## config.mk

```make
export PLATFORM = sky130hd
export DESIGN_NAME = tcpm_top
export DESIGN_NICKNAME = d
export VERILOG_FILES = /design/src/verilog/tcpm_clk_sel.v /design/src/verilog/tcpm_out_ctl.v /design/src/verilog/tcpm_top.v
export VERILOG_INCLUDE_DIRS = /design/src /design/src/verilog
export SDC_FILE = /design/constraint.sdc
export NUM_CORES = 1
export LEC_CHECK = 0
export ABC_AREA = 1
export BUFFER_PORTS_ARGS = -buffer_cell sky130_fd_sc_hd__buf_2
export CAP_MARGIN = 15
export CORE_AREA = 8 8 128 189
export CTS_BUF_LIST = sky130_fd_sc_hd__clkbuf_4 sky130_fd_sc_hd__clkbuf_8 sky130_fd_sc_hd__clkbuf_16
export DETAILED_ROUTE_END_ITERATION = 10
export DIE_AREA = 0 0 136 197
export PLACE_DENSITY = 0.4
export SETUP_SLACK_MARGIN = 0.05
export SLEW_MARGIN = 30
export SYNTH_ARGS = -nofsm -noshare
export SYNTH_HDL_FRONTEND = slang
export SYNTH_SLANG_ARGS = --single-unit
export TNS_END_PERCENT = 5
```

## constraint.sdc

```tcl
create_clock -name pclk -period 2.7 [get_ports pclk]
set_input_delay 0.27 -clock pclk [delete_from_list [all_inputs] [get_ports pclk]]
set_output_delay 0.27 -clock pclk [all_outputs]
set_load 0.02 [all_outputs]
```

## src/verilog/tcpm_defs.vh

```
// tcpm_defs.vh: offsets, field positions, reset values and codes of the timer
// assumes: included by bare name by every tcpm design file
// Notes on behaviour
// - compare mode with clear select set clears counter on comparator A match.
// - with clear select set, comparator P flag is never raised outside PWM mode.
// - compare mode pin changes only on comparator A match flag or run bit rising edge.
// - run bit rising edge forces pin to initial-level bit in compare mode.
// - mode 11 counts and flags like compare mode but leaves pin undriven.
// - mode 10 makes PWM from both compares and ignores clear select.
// - PWM swap 0 clears on P match; period P*256 or 65536, duty A.
// - PWM swap 1 clears on A match; duty P*256 or 65536.
// - duty at or above period holds output active whole period.
// - PWM mode raises A flag on A match, P flag on P match.
// - PWM polarity from initial level, action field forces or passes, invert.
// - counting and flags keep running while action field forces the pin.
// - 16-bit up-counter stepped by internal clock or external pin edge.
// - compare P matches upper eight counter bits with low byte zero, compare A all sixteen.
// - software cannot load the count; run rising edge only clears it.
// - counter clears on overflow or on the selected comparator match.
// - hold bit 7 freezes count; clearing it resumes from held value.
// - 3-bit clock select: six internal sources, external rising, falling.
// - run bit 3 low stops and keeps count; rising edge zeroes it.
// - count read-only pair, compare A read/write pair, compare P read/write.
// - low three bits of control register 0 always read as zero.
// - invert bit inverts output pin; no effect in timer/counter mode.
`ifndef TCPM_DEFS_VH
`define TCPM_DEFS_VH

`define TCPM_ADDR_W 12
`define TCPM_OFF_CTL0 12'h000
`define TCPM_OFF_CTL1 12'h004
`define TCPM_OFF_CNTL 12'h008
`define TCPM_OFF_CNTH 12'h00c
`define TCPM_OFF_CMPAL 12'h010
`define TCPM_OFF_CMPAH 12'h014
`define TCPM_OFF_CMPP 12'h018
`define TCPM_OFF_FLAGS 12'h01c

`define TCPM_RST_BYTE 8'h00

`define TCPM_C0_HOLD 7
`define TCPM_C0_CKS_HI 6
`define TCPM_C0_CKS_LO 4
`define TCPM_C0_RUN 3
`define TCPM_C0_MASK 8'hf8

`define TCPM_C1_MODE_HI 7
`define TCPM_C1_MODE_LO 6
`define TCPM_C1_IO_HI 5
`define TCPM_C1_IO_LO 4
`define TCPM_C1_OC 3
`define TCPM_C1_POL 2
`define TCPM_C1_DPX 1
`define TCPM_C1_CCLR 0

`define TCPM_FLAG_A 0
`define TCPM_FLAG_P 1

`define TCPM_MODE_CMP 2'b00
`define TCPM_MODE_CAP 2'b01
`define TCPM_MODE_PWM 2'b10
`define TCPM_MODE_TMR 2'b11

`define TCPM_IO_NONE 2'b00
`define TCPM_IO_LOW 2'b01
`define TCPM_IO_HIGH 2'b10
`define TCPM_IO_TOGGLE 2'b11
`define TCPM_PWM_FORCE_OFF 2'b00
`define TCPM_PWM_FORCE_ON 2'b01

`define TCPM_CK_SYS4 3'b000
`define TCPM_CK_SYS 3'b001
`define TCPM_CK_H16 3'b010
`define TCPM_CK_H64 3'b011
`define TCPM_CK_TBC 3'b100
`define TCPM_CK_H8 3'b101
`define TCPM_CK_EXT_RISE 3'b110
`define TCPM_CK_EXT_FALL 3'b111

`define TCPM_SYS4_LAST 2'b11
`define TCPM_H8_LAST 6'h07
`define TCPM_H16_LAST 6'h0f
`define TCPM_H64_LAST 6'h3f

`endif

```

## src/verilog/tcpm_clk_sel.v

```verilog
// tcpm_clk_sel: count tick selection and prescaling
// assumes: tick inputs and external pin synchronous to pclk
`timescale 1ns/10ps
`default_nettype none
`include "tcpm_defs.vh"

module tcpm_clk_sel (
  input wire pclk,
  input wire presetn,
  input wire [2:0] clk_select,
  input wire high_clk_tick,
  input wire timebase_clock_tick,
  input wire external_count_input,
  output reg count_tick
);

reg [1:0] sys_div_reg;
reg [5:0] high_div_reg;
reg ext_prev_reg;
reg tick_next;

////////////////////////////////////////////////////////////////////////////
// free running dividers; phase not tied to run bit, so first period
// after start may be short by up to one source period
always @(posedge pclk or negedge presetn) begin
  if (!presetn) begin
    sys_div_reg <= 2'b00;
    high_div_reg <= 6'h00;
    ext_prev_reg <= 1'b0;
  end else begin
    sys_div_reg <= sys_div_reg + 2'b01;
    if (high_clk_tick) begin
      high_div_reg <= high_div_reg + 6'h01;
    end
    ext_prev_reg <= external_count_input;
  end
end

////////////////////////////////////////////////////////////////////////////
always @* begin
  tick_next = 1'b0;
  case (clk_select)
    `TCPM_CK_SYS4: tick_next = (sys_div_reg == `TCPM_SYS4_LAST);
    `TCPM_CK_SYS: tick_next = 1'b1;
    `TCPM_CK_H16: tick_next = high_clk_tick &&
      (high_div_reg[3:0] == `TCPM_H16_LAST);
    `TCPM_CK_H64: tick_next = high_clk_tick &&
      (high_div_reg == `TCPM_H64_LAST);
    `TCPM_CK_TBC: tick_next = timebase_clock_tick;
    `TCPM_CK_H8: tick_next = high_clk_tick &&
      (high_div_reg[2:0] == `TCPM_H8_LAST);
    `TCPM_CK_EXT_RISE: tick_next = external_count_input && !ext_prev_reg;
    `TCPM_CK_EXT_FALL: tick_next = !external_count_input && ext_prev_reg;
    default: tick_next = 1'b0;
  endcase
end

always @(posedge pclk or negedge presetn) begin
  if (!presetn) begin
    count_tick <= 1'b0;
  end else begin
    count_tick <= tick_next;
  end
end

endmodule // tcpm_clk_sel
`default_nettype wire

```

## src/verilog/tcpm_out_ctl.v

```verilog
// tcpm_out_ctl: waveform pin generation for compare and pwm modes
// assumes: match pulses and pwm level come from the counter core
`timescale 1ns/10ps
`default_nettype none
`include "tcpm_defs.vh"

module tcpm_out_ctl (
  input wire pclk,
  input wire presetn,
  input wire [1:0] mode,
  input wire [1:0] out_action,
  input wire initial_level,
  input wire invert,
  input wire run_rise,
  input wire a_flag_event,
  input wire pwm_active,
  output reg timer_output_pin,
  output wire timer_output_enable
);

reg cmp_state_reg;
reg cmp_state_next;
reg raw_level;

////////////////////////////////////////////////////////////////////////////
always @* begin
  cmp_state_next = cmp_state_reg;
  if (run_rise) begin
    cmp_state_next = initial_level;
  end else if (a_flag_event) begin
    case (out_action)
      `TCPM_IO_LOW: cmp_state_next = 1'b0;
      `TCPM_IO_HIGH: cmp_state_next = 1'b1;
      `TCPM_IO_TOGGLE: cmp_state_next = ~cmp_state_reg;
      default: cmp_state_next = cmp_state_reg;
    endcase
  end
end

always @* begin
  raw_level = cmp_state_reg;
  if (mode == `TCPM_MODE_PWM) begin
    // level is active state; initial level picks which polarity is active
    case (out_action)
      `TCPM_PWM_FORCE_OFF: raw_level = ~initial_level;
      `TCPM_PWM_FORCE_ON: raw_level = initial_level;
      default: raw_level = pwm_active ? initial_level : ~initial_level;
    endcase
  end
end

always @(posedge pclk or negedge presetn) begin
  if (!presetn) begin
    cmp_state_reg <= 1'b0;
    timer_output_pin <= 1'b0;
  end else begin
    cmp_state_reg <= cmp_state_next;
    if (mode == `TCPM_MODE_TMR) begin
      timer_output_pin <= 1'b0;
    end else begin
      timer_output_pin <= raw_level ^ invert;
    end
  end
end

// pin released to other use in timer/counter and capture modes
assign timer_output_enable = (mode == `TCPM_MODE_CMP) ||
  (mode == `TCPM_MODE_PWM);

endmodule // tcpm_out_ctl
`default_nettype wire

```

## src/verilog/tcpm_top.v

```verilog
// tcpm_top: 16-bit compare/pwm timer with apb register slave
// assumes: apb master in pclk domain, tick and pin inputs synchronous
`timescale 1ns/10ps
`default_nettype none
`include "tcpm_defs.vh"

module tcpm_top (
  input wire pclk,
  input wire presetn,
  input wire psel,
  input wire penable,
  input wire pwrite,
  input wire [11:0] paddr,
  input wire [31:0] pwdata,
  output reg [31:0] prdata,
  output wire pready,
  output wire pslverr,
  input wire high_clk_tick,
  input wire timebase_clock_tick,
  input wire external_count_input,
  output wire timer_output_pin,
  output wire timer_output_enable,
  output wire compare_a_match_flag,
  output wire compare_p_match_flag
);

////////////////////////////////////////////////////////////////////////////
// register decode

localparam DEC_W = 8;
localparam [DEC_W-1:0] DEC_CTL0 = 8'h01;
localparam [DEC_W-1:0] DEC_CTL1 = 8'h02;
localparam [DEC_W-1:0] DEC_CNTL = 8'h04;
localparam [DEC_W-1:0] DEC_CNTH = 8'h08;
localparam [DEC_W-1:0] DEC_CMPAL = 8'h10;
localparam [DEC_W-1:0] DEC_CMPAH = 8'h20;
localparam [DEC_W-1:0] DEC_CMPP = 8'h40;
localparam [DEC_W-1:0] DEC_FLAGS = 8'h80;
localparam [DEC_W-1:0] DEC_NONE = 8'h00;

// one-hot select of the register at a byte address, none if unmapped
function [DEC_W-1:0] reg_decode;
  input [11:0] addr;
  begin
    case (addr)
      `TCPM_OFF_CTL0: reg_decode = DEC_CTL0;
      `TCPM_OFF_CTL1: reg_decode = DEC_CTL1;
      `TCPM_OFF_CNTL: reg_decode = DEC_CNTL;
      `TCPM_OFF_CNTH: reg_decode = DEC_CNTH;
      `TCPM_OFF_CMPAL: reg_decode = DEC_CMPAL;
      `TCPM_OFF_CMPAH: reg_decode = DEC_CMPAH;
      `TCPM_OFF_CMPP: reg_decode = DEC_CMPP;
      `TCPM_OFF_FLAGS: reg_decode = DEC_FLAGS;
      default: reg_decode = DEC_NONE;
    endcase
  end
endfunction

wire [DEC_W-1:0] sel_dec;
wire setup_phase;
wire wr_access;
wire [DEC_W-1:0] wr_sel;

assign sel_dec = reg_decode(paddr);
assign setup_phase = psel && !penable;
assign wr_access = psel && penable && pwrite;
assign wr_sel = wr_access ? sel_dec : DEC_NONE;

// read data is latched in setup, so every access ends in its first
// access cycle and no wait state is ever inserted
assign pready = 1'b1;
assign pslverr = psel && penable && (sel_dec == DEC_NONE);

////////////////////////////////////////////////////////////////////////////
// software registers

reg [7:0] ctl0_reg;
reg [7:0] ctl1_reg;
reg [15:0] cmp_a_reg;
reg [7:0] cmp_p_reg;

always @(posedge pclk or negedge presetn) begin
  if (!presetn) begin
    ctl0_reg <= `TCPM_RST_BYTE;
    ctl1_reg <= `TCPM_RST_BYTE;
    cmp_a_reg <= {`TCPM_RST_BYTE, `TCPM_RST_BYTE};
    cmp_p_reg <= `TCPM_RST_BYTE;
  end else begin
    if (wr_sel == DEC_CTL0) begin
      ctl0_reg <= pwdata[7:0] & `TCPM_C0_MASK;
    end
    if (wr_sel == DEC_CTL1) begin
      ctl1_reg <= pwdata[7:0];
    end
    if (wr_sel == DEC_CMPAL) begin
      cmp_a_reg[7:0] <= pwdata[7:0];
    end
    if (wr_sel == DEC_CMPAH) begin
      cmp_a_reg[15:8] <= pwdata[7:0];
    end
    if (wr_sel == DEC_CMPP) begin
      cmp_p_reg <= pwdata[7:0];
    end
  end
end

wire hold_bit;
wire [2:0] clk_select;
wire run_bit;
wire [1:0] mode;
wire [1:0] out_action;
wire initial_level;
wire invert;
wire swap;
wire clear_select;

assign hold_bit = ctl0_reg[`TCPM_C0_HOLD];
assign clk_select = ctl0_reg[`TCPM_C0_CKS_HI:`TCPM_C0_CKS_LO];
assign run_bit = ctl0_reg[`TCPM_C0_RUN];
assign mode = ctl1_reg[`TCPM_C1_MODE_HI:`TCPM_C1_MODE_LO];
assign out_action = ctl1_reg[`TCPM_C1_IO_HI:`TCPM_C1_IO_LO];
assign initial_level = ctl1_reg[`TCPM_C1_OC];
assign invert = ctl1_reg[`TCPM_C1_POL];
assign swap = ctl1_reg[`TCPM_C1_DPX];
assign clear_select = ctl1_reg[`TCPM_C1_CCLR];

////////////////////////////////////////////////////////////////////////////
// count tick source

wire count_tick;

tcpm_clk_sel u_clk_sel (
  .pclk(pclk),
  .presetn(presetn),
  .clk_select(clk_select),
  .high_clk_tick(high_clk_tick),
  .timebase_clock_tick(timebase_clock_tick),
  .external_count_input(external_count_input),
  .count_tick(count_tick)
);

////////////////////////////////////////////////////////////////////////////
// counter core

reg [15:0] count_reg;
reg [15:0] count_next;
reg run_prev_reg;
wire run_rise;
wire step;
wire [16:0] count_inc;
wire a_hit;
wire p_hit;
wire is_pwm;
reg clear_now;
reg a_event;
reg p_event;

assign run_rise = run_bit && !run_prev_reg;
assign step = count_tick && run_bit && !hold_bit;
assign count_inc = {1'b0, count_reg} + 17'h00001;
// a match when the count reaches the compare value; zero means never,
// so the counter just rolls over without a flag
assign a_hit = (cmp_a_reg != 16'h0000) &&
  (count_inc == {1'b0, cmp_a_reg});
// p matches top byte p with low byte zero; zero matches the roll-over to 65536
assign p_hit = (count_inc[15:0] == {cmp_p_reg, 8'h00}) &&
  ((cmp_p_reg != 8'h00) || count_inc[16]);
assign is_pwm = (mode == `TCPM_MODE_PWM);

always @* begin
  clear_now = 1'b0;
  a_event = 1'b0;
  p_event = 1'b0;
  if (step) begin
    if (is_pwm) begin
      a_event = a_hit;
      p_event = p_hit;
      clear_now = swap ? a_hit : p_hit;
    end else if (clear_select) begin
      a_event = a_hit;
      p_event = 1'b0;
      clear_now = a_hit;
    end else begin
      a_event = a_hit;
      p_event = p_hit;
      clear_now = p_hit;
    end
  end
end

always @* begin
  count_next = count_reg;
  if (run_rise) begin
    count_next = 16'h0000;
  end else if (step) begin
    if (clear_now) begin
      count_next = 16'h0000;
    end else begin
      count_next = count_inc[15:0];
    end
  end
end

always @(posedge pclk or negedge presetn) begin
  if (!presetn) begin
    count_reg <= 16'h0000;
    run_prev_reg <= 1'b0;
  end else begin
    count_reg <= count_next;
    run_prev_reg <= run_bit;
  end
end

////////////////////////////////////////////////////////////////////////////
// pwm active level

wire [16:0] duty_value;
wire pwm_active;

// swap 1: duty from p, zero meaning a full 65536; swap 0: duty is a.
// duty at or above period never falls below the count, so 100%.
assign duty_value = swap ?
  ((cmp_p_reg == 8'h00) ? 17'h10000 : {1'b0, cmp_p_reg, 8'h00}) :
  {1'b0, cmp_a_reg};
assign pwm_active = ({1'b0, count_reg} < duty_value);

////////////////////////////////////////////////////////////////////////////
// match flags, sticky, write one to clear; a set beats a clear

reg [1:0] flag_reg;
wire [1:0] flag_set;

assign flag_set = {p_event, a_event};

genvar gi;
generate
  for (gi = 0; gi < 2; gi = gi + 1) begin : g_flag
    always @(posedge pclk or negedge presetn) begin
      if (!presetn) begin
        flag_reg[gi] <= 1'b0;
      end else if (flag_set[gi]) begin
        flag_reg[gi] <= 1'b1;
      end else if ((wr_sel == DEC_FLAGS) && pwdata[gi]) begin
        flag_reg[gi] <= 1'b0;
      end
    end
  end
endgenerate

assign compare_a_match_flag = flag_reg[`TCPM_FLAG_A];
assign compare_p_match_flag = flag_reg[`TCPM_FLAG_P];

////////////////////////////////////////////////////////////////////////////
// waveform pin

tcpm_out_ctl u_out_ctl (
  .pclk(pclk),
  .presetn(presetn),
  .mode(mode),
  .out_action(out_action),
  .initial_level(initial_level),
  .invert(invert),
  .run_rise(run_rise && (mode == `TCPM_MODE_CMP)),
  .a_flag_event(a_event && (mode == `TCPM_MODE_CMP)),
  .pwm_active(pwm_active),
  .timer_output_pin(timer_output_pin),
  .timer_output_enable(timer_output_enable)
);

////////////////////////////////////////////////////////////////////////////
// read path, latched during setup

reg [7:0] rd_byte;

always @* begin
  rd_byte = 8'h00;
  case (sel_dec)
    DEC_CTL0: rd_byte = ctl0_reg & `TCPM_C0_MASK;
    DEC_CTL1: rd_byte = ctl1_reg;
    DEC_CNTL: rd_byte = count_reg[7:0];
    DEC_CNTH: rd_byte = count_reg[15:8];
    DEC_CMPAL: rd_byte = cmp_a_reg[7:0];
    DEC_CMPAH: rd_byte = cmp_a_reg[15:8];
    DEC_CMPP: rd_byte = cmp_p_reg;
    DEC_FLAGS: rd_byte = {6'h00, flag_reg};
    default: rd_byte = 8'h00;
  endcase
end

always @(posedge pclk or negedge presetn) begin
  if (!presetn) begin
    prdata <= 32'h00000000;
  end else if (setup_phase && !pwrite) begin
    prdata <= {24'h000000, rd_byte};
  end
end

endmodule // tcpm_top
`default_nettype wire

```

==> impl_metrics.toml <==
[run_status]
status = "finished, final reports clean"

[pwr]
ir_worst_vdd_uv = 405.6
finalPower_w = 0.002735
power_density_mw_per_mm2 = 420.4
p_leak_nw = 3.027

[min_path]
min_to = "u_clk_sel.ext_prev_reg"
min_from = "external_count_input"
whs_path_depth = 1
hp-class = "in -> reg"

[sta]
max_freq_mhz = 384.5
fin_crit_ps = 2601
timing.final.crit_share_pct = 96.32
setup_viol = 0
final_max_slew_viol_count = 0
hold_viol = 0
worst-slew-pin-transition_ps = 669.1
rsz0062_at_grt = "yes"
setup_tns_ps = 0
maxSlewHeadroom_pct = 55.23
fin_skew_ps = 10.97

[drt]
wl_met1_um = 7721
drc = 0
wl_um = 20670
wl_met2_um = 11490
drt_iter0_drc = 317
viasPerCell = 4.654
wl_per_cell_um = 18.50
routed.top_layer = "met4"
postRouteAntennaNets = 0
drt_first_pass_iters = 5
wl_met3_um = 532
vias = 5198

[logic_synthesis]
ys.flop_type = "dfrtp_1"
avgSynthCellArea_sq_um = 6.949
synth-edff-count = 0
synthTopCellsByArea = "dfrtp_1, nand2_1, nor2_1"
synth_top_area_share_pct = 36.25
async_reset_ff_share_pct = 100.0
syn_inst = 755
yosysTopAreaCell = "dfrtp_1"
synthesis.area_sq_mm = 0.005246
ys_seq_area_share_pct = 36.25
synth_warnings = 0
ys_ff_latch = 76
synth_cell_type_count = 37

[die]
ioPinCount = 90
die_area_sq_mm = 0.02679
fp.dieW_um = 136
start_util_pct = 24.43
chipHeight_um = 197
fp.coreArea_sq_mm = 0.02147
num_rows = 66

[setup_path]
crit_type = "reg -> reg"
crit_path_end_kind = "flop"
start_kind = "flop"
reg2reg_to = "count_reg[5]"
r2r_setup_slack_ps = 100
worstPathRequired_ps = 2950
r2r-start = "count_reg[1]"
crit_fanout = 8
critPathLaunch = "count_reg[1]"
r2r_cells = 16
cp.arrival_ps = 2850

[cts]
cts_buffers = 9
cts.clk_slew.worst_paths_ps = 60
ctsHtreeMaxLevel = 3
clock_latency_ps = 360
cts-root-buf = "clkbuf_16"
clk_path_buf_depth = 2
cts_tree = "yes"
cts_sinks = 76

[placement]
post-dp-hpwl_um = 16510
placedCellCount = 1094
port_buffers = 40
gp_congestion = 0.9302

[finish]
final_cells = 1117
drive_gt1_share_pct = 20.36
final_cell_mix = "nand2_1, nor2_1, inv_1, dfrtp_1, nand3_1"
nNetsFinal = 912
area_delta_synth_final_pct = 23.99
final_util_pct = 30.30
diodes = 0
n_fill_cell = 2406
final_common_cell = "nand2_1"

[job]
maxCapViolCount = 0

[global_routing]
grt_pass1_vias = 5194
grtUsageTotal_pct = 15.70
grt_pass1_wl_um = 31070
grt_max_degree = 56
antenna_found_initial = 0
grt_overflow = 0
-- per-stage QoR --
stage	hold WS, ps	area, sq um	worst slack, ps
3_5_place_dp	213.9	5964	92.23
5_1_grt	44.85	6505	-22.15
3_3_place_gp	206.1	5964	92.17
2_1_floorplan	-25.59	5333	435.8
6_report	49.70	6505	99.42
4_1_cts	39.79	6286	69.37
-- area by class of cell --
type / count / area, sq um / share of cell area (%)
multi-input cells: 589 / 3063 / 47.09
flip-flops and latches: 76 / 1907 / 29.31
repair buffers: 87 / 590.6 / 9.079
well taps: 272 / 340.3 / 5.232
inverters: 77 / 292.8 / 4.501
clock buffers: 11 / 252.7 / 3.885
clock inverters: 5 / 58.81 / 0.9040
-- cell usage after synthesis, types with 5 or more instances --
cell      count
a211oi_1      5
a21oi_1      18
buf_4        26
clkbuf_1     10
dfrtp_1      76
ha_1         20
inv_1        74
mux2_2        8
nand2_1     232
nand2_2      11
nand3_1      60
nand4_1      15
nor2_1       83
nor3_1        6
o21ai_0      55
o22ai_1      15
xor2_1       10
-- logic make-up after synthesis --
| family | share of synthesized area (%) |
|---|---|
| flops | 36.25 |
| buf+inv | 10.16 |
| compound gates | 10.83 |
| fa+ha+maj | 4.770 |
| simple gates | 34.10 |
| mux | 1.908 |
| other cells | 0.1431 |
| xor+xnor | 1.836 |
-- timing repair --
action / 4_1_cts / 5_1_grt
resized for setup: 0 / 47
endpoints found under the hold margin: 21 / 0
hold buffers: 1 / 0
setup endpoints to repair: 0 / 18
buffers inserted: 0 / 5
-- per-layer routing --
layer  up-vias  GRT usage [%]
met1      2461          15.58
met5         -              0
li1       2589              -
met3        44          2.090
met2       104          29.90
met4         0          9.555
-- where the power goes --
part | switching (W) | total, W | internal (W)
Combinational | 0.000130 | 0.000207 | 0.0000766
Clock | 0.000533 | 0.00130 | 0.000768
Sequential | 0.0000409 | 0.00123 | 0.00119
Total | 0.000704 | 0.00273 | 0.00203
-- how the worst max path moves through the flow --
stage	slack, ps	endpoint	depth (start not counted)
floorplan	440	count_reg[10]	19
global placement	90	u_out_ctl.timer_output_pin	16
detailed placement	90	u_out_ctl.timer_output_pin	16
CTS	70	u_out_ctl.timer_output_pin	16
global route	-20	count_reg[5]	16
finish	100	count_reg[5]	16
-- critical path, cell delays in order, from the launching register on --
cell,delay [ps]
dfrtp_1,430
buf_6,160
ha_4,260
inv_2,30
nand2_1,40
nand4_1,70
nor2_1,90
nand3_1,90
nor3_2,180
buf_4,150
nand4_1,160
nor2_2,160
nand3_1,100
nand3_2,230
nand2_8,170
nand2_2,110
nand2_2,40
(Power assumes the default switching activity.)
